File: src/design/tcu_pkg.sv
// Package for the 8-bit timer/counter compare unit: widths, modes, carriers
package tcu_pkg;
	localparam int CNT_W = 8;
	localparam logic [7:0] BOTTOM_VAL = 8'h00;
	localparam logic [7:0] MAX_VAL = 8'hFF;
	localparam logic [2:0] CS_STOP = 3'h0;
	localparam logic [1:0] COM_NONE = 2'h0;
	localparam logic [1:0] COM_TOGGLE = 2'h1;
	localparam logic [1:0] COM_CLEAR = 2'h2;
	localparam logic [1:0] COM_SET = 2'h3;
	localparam logic OC_RESET = 1'b0;
	localparam int WGM_LO_W = 2;

	typedef enum logic [2:0] {
		TCU_WGM_NORMAL = 3'b000,
		TCU_WGM_PC_FF = 3'b001,
		TCU_WGM_CTC = 3'b010,
		TCU_WGM_FAST_FF = 3'b011,
		TCU_WGM_RSV4 = 3'b100,
		TCU_WGM_PC_OCR = 3'b101,
		TCU_WGM_RSV6 = 3'b110,
		TCU_WGM_FAST_OCR = 3'b111
	} tcu_wgm_t;

	// Per-unit configuration from software
	typedef struct packed {
		logic [1:0] com;
		logic force_cmp;
		logic cmp_wr;
		logic [7:0] cmp_wdata;
	} tcu_unit_cfg_t;

	// Per-unit pin-side view
	typedef struct packed {
		logic port_data;
		logic port_dir;
	} tcu_port_t;
endpackage : tcu_pkg

File: src/design/tcu_ocr_buf.sv
// Double-buffered compare value holder for one compare unit
`timescale 1ns/1ps
module tcu_ocr_buf (
	input wire logic mclk, // System clock
	input wire logic rst, // Synchronous reset
	input wire logic buffered, // Fast PWM mode: double buffering active
	input wire logic update, // Top/bottom load point on a timer tick
	input wire logic wr, // Software write strobe
	input wire logic [7:0] wdata, // Software write data
	output logic [7:0] buf_value, // Buffer in fast PWM modes, else active value; software view
	output logic [7:0] active_value // Value the comparator uses
);
	logic [7:0] buf_reg;
	logic [7:0] act_reg;
	logic [7:0] buf_next;
	logic [7:0] act_next;

	// ========================================
	// Write steering
	assign buf_next = wr ? wdata : buf_reg;
	assign act_next = (wr && !buffered) ? wdata :
		(buffered && update) ? buf_reg : act_reg;

	always_ff @(posedge mclk) begin
		if (rst) begin
			buf_reg <= 8'h00;
			act_reg <= 8'h00;
		end else begin
			buf_reg <= buf_next;
			act_reg <= act_next;
		end
	end

	// Software reads the buffer in fast PWM modes, the active value otherwise
	assign buf_value = buffered ? buf_reg : act_reg;
	assign active_value = act_reg;
endmodule : tcu_ocr_buf

File: src/design/tcu_wave_unit.sv
// Waveform output state and flag for one compare unit
`timescale 1ns/1ps
module tcu_wave_unit (
	input wire logic mclk, // System clock
	input wire logic rst, // Synchronous reset
	input wire logic tick, // Timer tick
	input wire logic match, // Comparator equality, already blocked if needed
	input wire logic is_pwm, // Either fast PWM mode (phase-correct modes not included)
	input wire logic at_bottom_pwm, // Fast PWM wrap to bottom on this tick
	input wire tcu_pkg::tcu_unit_cfg_t cfg, // Mode, force, write
	input wire logic flag_clr, // Write-one clear or interrupt acknowledge
	output logic flag, // Compare flag
	output logic oc_state // Internal compare output state
);
	logic flag_reg;
	logic oc_reg;
	logic flag_next;
	logic oc_next;
	logic act_match;
	logic nonpwm_val;
	logic pwm_match_val;
	logic pwm_bottom_val;

	// ========================================
	// Output state actions
	assign act_match = (tick && match) || (cfg.force_cmp && !is_pwm);
	assign nonpwm_val = (cfg.com == tcu_pkg::COM_TOGGLE) ? !oc_reg :
		(cfg.com == tcu_pkg::COM_CLEAR) ? 1'b0 :
		(cfg.com == tcu_pkg::COM_SET) ? 1'b1 : oc_reg;
	assign pwm_match_val = (cfg.com == tcu_pkg::COM_CLEAR) ? 1'b0 :
		(cfg.com == tcu_pkg::COM_SET) ? 1'b1 :
		(cfg.com == tcu_pkg::COM_TOGGLE) ? !oc_reg : oc_reg;
	assign pwm_bottom_val = (cfg.com == tcu_pkg::COM_CLEAR) ? 1'b1 :
		(cfg.com == tcu_pkg::COM_SET) ? 1'b0 : oc_reg;
	assign oc_next = !is_pwm ? (act_match ? nonpwm_val : oc_reg) :
		(tick && match) ? pwm_match_val :
		at_bottom_pwm ? pwm_bottom_val : oc_reg;
	// Set beats a clear that lands in the same cycle
	assign flag_next = (tick && match) ? 1'b1 : (flag_clr ? 1'b0 : flag_reg);

	always_ff @(posedge mclk) begin
		if (rst) begin
			flag_reg <= 1'b0;
			oc_reg <= tcu_pkg::OC_RESET;
		end else begin
			flag_reg <= flag_next;
			oc_reg <= oc_next;
		end
	end

	assign flag = flag_reg;
	assign oc_state = oc_reg;
endmodule : tcu_wave_unit

File: src/design/tcu_core.sv
// Top of the 8-bit timer/counter with two compare units
`timescale 1ns/1ps
module tcu_core (
	input wire logic mclk, // System clock, 100 MHz
	input wire logic rst, // Synchronous reset, active high
	input wire logic timer_tick_src, // Prescaled or external tick, same domain
	input wire logic [2:0] clock_select_field, // Zero stops the timer
	input wire logic [1:0] wgm_low_a, // Low mode bits from timer_control_a
	input wire logic wgm_high_b, // High mode bit from timer_control_b
	input wire logic counter_wr, // Software write strobe to counter
	input wire logic [7:0] counter_wdata, // Counter write data
	input wire tcu_pkg::tcu_unit_cfg_t cfg_a, // Unit A config and compare write
	input wire tcu_pkg::tcu_unit_cfg_t cfg_b, // Unit B config and compare write
	input wire logic ovf_clr, // Overflow flag clear
	input wire logic flag_a_clr, // Flag A clear
	input wire logic flag_b_clr, // Flag B clear
	input wire logic ovf_int_en, // Overflow interrupt enable
	input wire logic cmp_a_int_en, // Compare A interrupt enable
	input wire logic cmp_b_int_en, // Compare B interrupt enable
	input wire tcu_pkg::tcu_port_t port_a, // General port data/direction, A pin
	input wire tcu_pkg::tcu_port_t port_b, // General port data/direction, B pin
	output logic [7:0] counter_value, // Counter value
	output logic [7:0] compare_value_a, // Compare A, software view
	output logic [7:0] compare_value_b, // Compare B, software view
	output logic overflow_flag, // Overflow flag
	output logic compare_flag_a, // Compare flag A
	output logic compare_flag_b, // Compare flag B
	output logic irq_ovf, // Overflow interrupt request
	output logic irq_cmp_a, // Compare A interrupt request
	output logic irq_cmp_b, // Compare B interrupt request
	output logic wave_out_a, // Pin A output value
	output logic wave_out_a_oe_n, // Pin A output enable, low drives
	output logic wave_out_b, // Pin B output value
	output logic wave_out_b_oe_n // Pin B output enable, low drives
);
	tcu_pkg::tcu_wgm_t wgm;
	logic tick;
	logic [7:0] cnt_reg;
	logic [7:0] cnt_next;
	logic ovf_reg;
	logic ovf_next;
	logic block_reg;
	logic block_next;
	logic is_pwm;
	logic top_is_ocra;
	logic [7:0] top_val;
	logic at_top;
	logic wrap_to_bottom;
	logic clear_ctc;
	logic [7:0] ocr_act [2];
	logic [7:0] ocr_sw [2];
	logic match [2];
	logic flag [2];
	logic oc [2];
	tcu_pkg::tcu_unit_cfg_t cfg [2];
	logic flag_clr [2];
	tcu_pkg::tcu_port_t port [2];
	logic pin_val [2];
	logic pin_oe_n [2];
	logic [7:0] cv_a_reg;
	logic [7:0] cv_b_reg;
	logic fa_reg;
	logic fb_reg;
	logic irq_ovf_reg;
	logic irq_a_reg;
	logic irq_b_reg;
	logic wa_reg;
	logic wa_oe_reg;
	logic wb_reg;
	logic wb_oe_reg;

	// ========================================
	// Mode decode and tick gating
	assign wgm = tcu_pkg::tcu_wgm_t'({wgm_high_b, wgm_low_a});
	// Tick source is prescaler logic on mclk, so no synchroniser here
	assign tick = timer_tick_src && (clock_select_field != tcu_pkg::CS_STOP);
	assign is_pwm = (wgm == tcu_pkg::TCU_WGM_FAST_FF) || (wgm == tcu_pkg::TCU_WGM_FAST_OCR);
	assign top_is_ocra = (wgm == tcu_pkg::TCU_WGM_FAST_OCR) || (wgm == tcu_pkg::TCU_WGM_CTC);
	assign top_val = top_is_ocra ? ocr_act[0] : tcu_pkg::MAX_VAL;
	assign at_top = (cnt_reg == top_val);
	assign clear_ctc = (wgm == tcu_pkg::TCU_WGM_CTC) && match[0];
	// Blocked match still does not stop the counter reaching its top
	assign wrap_to_bottom = is_pwm ? at_top : (wgm == tcu_pkg::TCU_WGM_CTC) ? at_top : 1'b0;

	// ========================================
	// Counter
	always_comb begin
		cnt_next = cnt_reg;
		case (wgm)
			tcu_pkg::TCU_WGM_NORMAL: begin
				if (tick) begin
					cnt_next = cnt_reg + 8'h01;
				end
			end
			tcu_pkg::TCU_WGM_CTC, tcu_pkg::TCU_WGM_FAST_FF, tcu_pkg::TCU_WGM_FAST_OCR: begin
				if (tick) begin
					cnt_next = wrap_to_bottom ? tcu_pkg::BOTTOM_VAL : cnt_reg + 8'h01;
				end
			end
			default: begin
				if (tick) begin
					cnt_next = cnt_reg + 8'h01;
				end
			end
		endcase
		if (counter_wr) begin
			cnt_next = counter_wdata;
		end
	end

	// Overflow: at MAX->0 in normal/CTC, at top in fast PWM
	assign ovf_next = (tick && (is_pwm ? at_top : (cnt_reg == tcu_pkg::MAX_VAL))) ? 1'b1 :
		(ovf_clr ? 1'b0 : ovf_reg);
	// Block holds from the write until the next tick consumes it
	assign block_next = counter_wr ? 1'b1 : (tick ? 1'b0 : block_reg);

	always_ff @(posedge mclk) begin
		if (rst) begin
			cnt_reg <= 8'h00;
			ovf_reg <= 1'b0;
			block_reg <= 1'b0;
		end else begin
			cnt_reg <= cnt_next;
			ovf_reg <= ovf_next;
			block_reg <= block_next;
		end
	end

	// ========================================
	// Compare units
	assign cfg[0] = cfg_a;
	assign cfg[1] = cfg_b;
	assign flag_clr[0] = flag_a_clr;
	assign flag_clr[1] = flag_b_clr;
	assign port[0] = port_a;
	assign port[1] = port_b;

	genvar gi;
	generate
		for (gi = 0; gi < 2; gi++) begin : g_unit
			// Equality only, and blocked after a counter write, so a write equal to compare is lost
			assign match[gi] = (cnt_reg == ocr_act[gi]) && !block_reg;

			tcu_ocr_buf u_buf (
				.mclk(mclk),
				.rst(rst),
				.buffered(is_pwm),
				.update(tick && at_top),
				.wr(cfg[gi].cmp_wr),
				.wdata(cfg[gi].cmp_wdata),
				.buf_value(ocr_sw[gi]),
				.active_value(ocr_act[gi])
			);

			tcu_wave_unit u_wave (
				.mclk(mclk),
				.rst(rst),
				.tick(tick),
				.match(match[gi]),
				.is_pwm(is_pwm),
				.at_bottom_pwm(is_pwm && tick && at_top),
				.cfg(cfg[gi]),
				.flag_clr(flag_clr[gi]),
				.flag(flag[gi]),
				.oc_state(oc[gi])
			);

			assign pin_val[gi] = (cfg[gi].com != tcu_pkg::COM_NONE) ? oc[gi] : port[gi].port_data;
			assign pin_oe_n[gi] = !port[gi].port_dir;
		end
	endgenerate

	// ========================================
	// Registered outputs
	always_ff @(posedge mclk) begin
		if (rst) begin
			cv_a_reg <= 8'h00;
			cv_b_reg <= 8'h00;
			fa_reg <= 1'b0;
			fb_reg <= 1'b0;
			irq_ovf_reg <= 1'b0;
			irq_a_reg <= 1'b0;
			irq_b_reg <= 1'b0;
			wa_reg <= 1'b0;
			wa_oe_reg <= 1'b1;
			wb_reg <= 1'b0;
			wb_oe_reg <= 1'b1;
		end else begin
			cv_a_reg <= ocr_sw[0];
			cv_b_reg <= ocr_sw[1];
			fa_reg <= flag[0];
			fb_reg <= flag[1];
			irq_ovf_reg <= ovf_reg && ovf_int_en;
			irq_a_reg <= flag[0] && cmp_a_int_en;
			irq_b_reg <= flag[1] && cmp_b_int_en;
			wa_reg <= pin_val[0];
			wa_oe_reg <= pin_oe_n[0];
			wb_reg <= pin_val[1];
			wb_oe_reg <= pin_oe_n[1];
		end
	end

	assign counter_value = cnt_reg;
	assign overflow_flag = ovf_reg;
	assign compare_value_a = cv_a_reg;
	assign compare_value_b = cv_b_reg;
	assign compare_flag_a = fa_reg;
	assign compare_flag_b = fb_reg;
	assign irq_ovf = irq_ovf_reg;
	assign irq_cmp_a = irq_a_reg;
	assign irq_cmp_b = irq_b_reg;
	assign wave_out_a = wa_reg;
	assign wave_out_a_oe_n = wa_oe_reg;
	assign wave_out_b = wb_reg;
	assign wave_out_b_oe_n = wb_oe_reg;
endmodule : tcu_core

File: config.mk
export PLATFORM = sky130hd
export DESIGN_NAME = tcu_core
export DESIGN_NICKNAME = d
export VERILOG_FILES = /design/src/design/tcu_pkg.sv /design/src/design/tcu_ocr_buf.sv /design/src/design/tcu_wave_unit.sv /design/src/design/tcu_core.sv
export SDC_FILE = /design/constraint.sdc
export NUM_CORES = 1
export LEC_CHECK = 0
export ABC_AREA = 1
export BUFFER_PORTS_ARGS = -buffer_cell sky130_fd_sc_hd__buf_4
export CAP_MARGIN = 20
export CORE_MARGIN = 2
export CORE_UTILIZATION = 30
export DETAILED_ROUTE_END_ITERATION = 10
export SLEW_MARGIN = 20
export SYNTH_ARGS = -nofsm -noshare
export SYNTH_HDL_FRONTEND = slang
export SYNTH_SLANG_ARGS = --single-unit
File: constraint.sdc
create_clock -name mclk -period 1.5 [get_ports mclk]
set_input_delay 0.3 -clock mclk [delete_from_list [all_inputs] [get_ports mclk]]
set_output_delay 0.3 -clock mclk [all_outputs]
set_load 0.05 [all_outputs]
==> impl_metrics.yaml, run 1 <==
floorplan:
  die_y_um: 110.3
  initial_cell_density_of_the_core: 0.3100
  dieWidth_um: 110.3
  core-area_mm2: 0.01094
  floorplan.die_area_mm2: 0.01217
  top_level_ports: 86
  rows: 38
finish:
  syn_to_final_growth_pct: 59.95
  fillerInstances: 1079
  layout_commonest_cell: "buf_4"
  design.final.nets: 712
  final_core_util: 0.4958
  mostFrequentLayoutCells: "buf_4, nand2_1, o21ai_0"
  final_cell_area_mm2: 0.005421
  antenna_cells: 0
  post_route_cells_drive_above_1_share: 0.4081
setup_path:
  cp_cell_sequence: "buf_4 -> nand2_2 -> o21ai_2 -> o21ai_2 -> nand3_2 -> nor2_4 -> nand2_4 -> buf_12 -> clkbuf_16 -> nand3_2 -> a21oi_2"
  arrival_ns: 1.86
  critical_path.max_fanout: 4
  critical_path_s_top_delay_family: "simple AND/OR/NAND/NOR gates"
  timing_worst_setup_path_type: "flop to flop"
  crit_required_ns: 1.72
  timing.critical_path.from_type: "flop"
  critPathCaptureType: "flop"
  cp_num_buf_inv: 3
  critPathSlowestCell: "dfxtp_2"
  worst_stage_delay_on_the_critical_path_ns: 0.32
sta:
  slew_violations: 0
  relSlewSlack: 0.7713
  finalCritPeriodShare: 1.094
  tns_ns: -2.216
  finalHoldWorstSlack_ns: 0.1283
  min_period_ns: 1.642
  skew_ns: 0.005922
  final.setup.worst_slack_ns: -0.1416
  final_hold_viol_count: 0
  maxClockFrequency_mhz: 609.1
  unrepaired_setup_endpoints_after_global_routing: "yes"
  report.final.setup_viol: 24
  worst-slew-pin-transition_ns: 0.3418
synthesis:
  synth_xor_xnor_area_share: 0.002584
  yosys_warnings: 0
  synth_cells: 509
  top_cell_type_s_share_of_synthesized_area: 0.4193
  syn-mean-instance-area_um2: 6.659
  postSynthNetCount: 562
  muxShareOfSynthArea: 0.009967
  synth_simple_gate_area_share: 0.2577
  sequential_area_share_after_synthesis: 0.4193
  synth-seq-cells: 71
  synth_area_mm2: 0.003390
  yosysTopAreaCell: "dfxtp_1"
  synth_compound_area_frac: 0.2052
  synth_top_family_by_area: "simple AND/OR/NAND/NOR gates"
  post_synth_main_area_contributors: "dfxtp_1, nand2_1, o21ai_0, a21oi_1, inv_1"
  synth_adder_area_share: 0.003691
  synth_cell_types: 30
routing:
  drt-total-wl_um: 10720
  avgViaCountPerCell: 4.786
  vias: 3848
  final_antenna_net_count: 0
  drcViolationCount: 0
  post_drt_wl_per_cell_um: 13.33
  detailed_route_iter0_violations: 154
  detail_route.first_pass.iterations: 5
place:
  detailed_place.area_mm2: 0.004596
  place_worst_setup_slack_ns: -0.2258
  place_congestion: 0.9200
  place.detailed.hpwl_um: 7517
  port-buffer-count: 85
hold_path:
  holdCritPathClass: "primary input to flop"
power_and_ir_drop:
  share_comb_of_total_power: 0.213
  irDropWorstVdd_uv: 452.0
  power_density_mw_per_mm2: 1025
  clock_power_share: 0.411
  static-leakage-power_nw: 2.526
  cellInternalPower_w: 0.003979
  p_sw_w: 0.001577
  power_frac_seq: 0.376
  netSwitchingFraction: 0.2838
outcome:
  violations_in_the_final_reports: "negative setup slack"
  run_status: "finished, violations left"
grt:
  grt_first_pass_wirelength_um: 16630
  number_of_antenna_violations_at_the_first_check_in_global_routing: 0
  grt_use_total: 0.1786
  grt_remaining_overflow: 0
  first_global_vias: 3652
  grt_max_degree: 47
clock_tree:
  tritoncts.num_buffers: 9
  clk-insertion-delay-late_ns: 0.34
  tritoncts: "done"
  htreeDepth: 3
  clk_pin_slew_ns: 0.06
  cts_max_path_buffers: 2
  cts.sinks: 71
  clk_root_buffer_cell: "clkbuf_16"
  cts_hold_buf: 0
run:
  max_cap_viol_count: 0
cell usage after synthesis:
master / instances
o211ai_1: 3
inv_2: 3
clkinv_1: 1
o22ai_1: 2
inv_1: 63
o21ai_1: 2
nand3b_1: 1
a22oi_1: 1
ha_1: 1
mux2_2: 3
a41oi_1: 1
buf_2: 2
nor2_1: 44
clkbuf_1: 17
nand3_1: 31
nor3_1: 2
nand4_1: 3
nand2_1: 123
o31ai_1: 1
a31oi_1: 1
nor2_2: 1
buf_6: 1
dfxtp_1: 71
o21ai_0: 63
nand2_4: 2
nand2_2: 1
buf_4: 1
nor3_2: 2
a21oi_1: 61
xor2_1: 1
stage by stage:
stage                     std cells  power, W
after detailed placement        769  0.003162
after global placement          769  0.003145
after floorplan                 509  0.002710
final                           804  0.005556
after global routing            804  0.005802
after CTS                       794  0.005503
routing by layer:
| layer | vias to the layer above | track usage | share of wire |
|---|---|---|---|
| li1 | 1956 | - | - |
| met1 | 1758 | 0.2164 | 0.41 |
| met2 | 113 | 0.2980 | 0.49 |
| met3 | 21 | 0.03704 | 0.066 |
| met4 | 0 | 0.09286 | 0.030 |
| met5 | - | 0 | 0 |
repair_timing:
action,in CTS,in global routing
cloned,2,1
pin swaps,8,15
resized for setup,48,44
endpoints found under the setup margin,26,28
buffers inserted,7,9
cell families (layout without fill, tap and decap cells):
family / Yosys count / count (layout)
AOI/OAI and AO/OA: 135 / 135
xor gates and xnor gates: 1 / 1
adders and majority gates: 1 / 1
buffers and inverters: 88 / 243
DFF: 71 / 71
muxes: 3 / 3
and+or+nand+nor: 210 / 210
worst paths after layout:
check	startpoint	to	slack, ns	depth (start not counted)
worst max-delay path	g_unit[0].u_buf.active_value[2]	g_unit[1].u_buf.active_value[7]	-0.14	11
worst min-delay path	port_b[0]	wave_out_b_oe_n	0.13	2
worst max register to register	g_unit[0].u_buf.active_value[2]	g_unit[1].u_buf.active_value[7]	-0.14	11
worst min register to register	g_unit[1].u_wave.flag	irq_cmp_b	0.43	2
power groups by stage:
stage	Combinational [W]	Clock [W]	Sequential, W
2_1_floorplan	0.000437	0	0.00227
3_3_place_gp	0.00103	0	0.00212
3_5_place_dp	0.00104	0	0.00212
4_1_cts	0.00111	0.00232	0.00208
5_1_grt	0.00130	0.00241	0.00210
6_report	0.00119	0.00228	0.00209
final cells by class:
class                      count  area [um2]  share of cell area
timing repair buffer         160        1315              0.2426
inverter                      67       257.7             0.04754
clock inverter                 4       50.05            0.009231
tap                          140       175.2             0.03231
multi-input combinational    350        1887              0.3480
clock buffer                  12       277.8             0.05123
sequential                    71        1459              0.2691
(Power assumes the default switching activity.)
==> run 2: changes to the inputs <==
--- a/config.mk
+++ b/config.mk
@@ -6,11 +6,11 @@
 export NUM_CORES = 1
 export LEC_CHECK = 0
 export ABC_AREA = 1
-export BUFFER_PORTS_ARGS = -buffer_cell sky130_fd_sc_hd__buf_4
 export CAP_MARGIN = 20
 export CORE_MARGIN = 2
 export CORE_UTILIZATION = 30
 export DETAILED_ROUTE_END_ITERATION = 10
+export DONT_BUFFER_PORTS = 1
 export SLEW_MARGIN = 20
 export SYNTH_ARGS = -nofsm -noshare
 export SYNTH_HDL_FRONTEND = slang
==> run 2 against run 1 <==
Effect of this change:
- sequential share of layout area rose by 4.0 points
- non-clock buffer count down 87
- critical endpoint is now g_unit[1].u_buf.active_value[5]
- via count shrank 9.6%
- the flow still finishes with violations (negative setup slack)
- final cell count down 11%
- clock skew decreased by 0.00091 ns
- combinational power down 28%
- setup slack better by 0.0087 ns
- power down 10%
- register-to-register slack hardly changed
- routed wire length fell by 4.4%
==> impl_metrics.yaml, run 2 (synthesized netlist as in run 1, its figures left out) <==
outcome:
  run_status: "finished, violations left"
  violations_in_the_final_reports: "negative setup slack"
sta:
  final.setup.worst_slack_ns: -0.1329
  finalCritPeriodShare: 1.089
  unrepaired_setup_endpoints_after_global_routing: "yes"
  min_period_ns: 1.633
  report.final.setup_viol: 20
  relSlewSlack: 0.6635
  final_hold_viol_count: 0
  worst-slew-pin-transition_ns: 0.5040
  maxClockFrequency_mhz: 612.4
  tns_ns: -1.788
  slew_violations: 0
  skew_ns: 0.005014
floorplan:
  initial_cell_density_of_the_core: 0.3100
  floorplan.die_area_mm2: 0.01217
  dieWidth_um: 110.3
  core-area_mm2: 0.01094
  die_y_um: 110.3
  top_level_ports: 86
  rows: 38
finish:
  post_route_cells_drive_above_1_share: 0.3200
  fin_cells: 715
  syn_to_final_growth_pct: 39.50
  antenna_cells: 0
  final_core_util: 0.4324
  layout_commonest_cell: "nand2_1"
  design.final.nets: 625
  mostFrequentLayoutCells: "nand2_1, buf_4, o21ai_0"
setup_path:
  timing.reg2reg.worst_path_depth: 12
  crit_required_ns: 1.77
  worstReg2RegStart: "counter_value[5]"
  critical_path.max_fanout: 8
  timing.critical_path.from_type: "flop"
  timing_worst_setup_path_type: "flop to flop"
  critPathCaptureType: "flop"
  rr_endpoint: "g_unit[1].u_buf.active_value[5]"
  timing.reg2reg.setup_slack_ns: -0.13
  arrival_ns: 1.90
power_and_ir_drop:
  power_density_mw_per_mm2: 1055
  static-leakage-power_nw: 2.078
  irDropWorstVdd_uv: 412.7
routing:
  drt-met1-wl_um: 4416
  avgViaCountPerCell: 4.866
  post_drt_wl_per_cell_um: 14.33
  route.met3.wl_um: 728
  vias: 3479
  detailed_route_iter0_violations: 227
  route.met2.wl_um: 4925
  maxUsedRoutingLayer: "met4"
  drcViolationCount: 0
  detail_route.first_pass.iterations: 4
  final_antenna_net_count: 0
  drt-total-wl_um: 10250
clock_tree:
  cts_hold_buf: 0
  cts.sinks: 71
  clk-insertion-delay-late_ns: 0.33
  tritoncts.num_buffers: 9
  clk_root_buffer_cell: "clkbuf_16"
  clk_pin_slew_ns: 0.05
  cts_max_path_buffers: 2
  htreeDepth: 3
  tritoncts: "done"
grt:
  first_global_vias: 3302
  grt_use_total: 0.1758
  grt_max_degree: 35
  number_of_antenna_violations_at_the_first_check_in_global_routing: 0
  grt_remaining_overflow: 0
  grt_first_pass_wirelength_um: 16100
run:
  max_cap_viol_count: 0
hold_path:
  min_from: "rst"
  whs_endpoint: "g_unit[0].u_buf.active_value[6]"
  holdCritPathClass: "primary input to flop"
  hold-path-cell-count: 1
place:
  place_inst: 693
  place.detailed.hpwl_um: 7393
  port-buffer-count: 0
  place_congestion: 0.8975
  place_worst_setup_slack_ns: -0.2319
[run 2: critical path, cell delays in order (launching register included)]
cell and delay, ns:
dfxtp_4 0.38, nand2_2 0.07, nand2_2 0.06, nor2_4 0.11
nand2_1 0.06, nand2_1 0.07, nand3_2 0.08, nor2_4 0.16
nand2_4 0.10, buf_12 0.17, nand2_8 0.10, nand2_4 0.06
a21oi_2 0.13
[run 2: power by group]
group          internal [W]  total, W  switching, W
Clock               0.00119   0.00192      0.000733
Combinational      0.000357  0.000857      0.000500
Sequential          0.00200   0.00221      0.000210
Total               0.00355   0.00499       0.00144
[run 2: per-layer routing]
layer	track usage	up-vias
li1	-	1780
met1	0.2155	1599
met2	0.2901	86
met3	0.05585	14
met4	0.06161	0
met5	0	-
[run 2: timing repair]
| action | in CTS | in global routing |
|---|---|---|
| cloned | 2 | 0 |
| pin swaps | 12 | 17 |
| setup buffers | 5 | 4 |
| hold endpoints to repair | 0 | 0 |
| endpoints found under the setup margin | 27 | 27 |
| gates resized for setup | 49 | 55 |
[run 2: area by class of cell]
type | count | area (um2)
clock buffers | 13 | 260.3
clock inverters | 1 | 5.005
fillers | 1130 | 6207
inverters | 67 | 261.5
multi-input cells | 350 | 1953
flip-flops and latches | 71 | 1460
well taps | 140 | 175.2
repair buffers | 73 | 613.1
[run 2: per-stage QoR]
step / power (W) / hold WS (ns) / instance area, um2
2_1_floorplan: 0.002710 / 0.3700 / 3433
3_3_place_gp: 0.002971 / 0.3684 / 4025
3_5_place_dp: 0.002979 / 0.3701 / 4025
4_1_cts: 0.004980 / 0.01845 / 4566
5_1_grt: 0.005234 / 0.01306 / 4728
6_report: 0.004990 / 0.02239 / 4728
[run 2: how the worst max path moves through the flow]
stage	from	to	slack, ns	depth (start not counted)
3_3_place_gp	counter_value[5]	g_unit[1].u_wave.oc_state	-0.23	11
6_report	counter_value[5]	g_unit[1].u_buf.active_value[5]	-0.13	12
3_5_place_dp	counter_value[5]	g_unit[1].u_wave.oc_state	-0.23	11
4_1_cts	counter_value[3]	g_unit[1].u_buf.active_value[4]	-0.08	11
5_1_grt	g_unit[0].u_buf.active_value[6]	g_unit[1].u_buf.active_value[0]	-0.23	13
2_1_floorplan	counter_value[2]	g_unit[1].u_wave.oc_state	-0.08	13
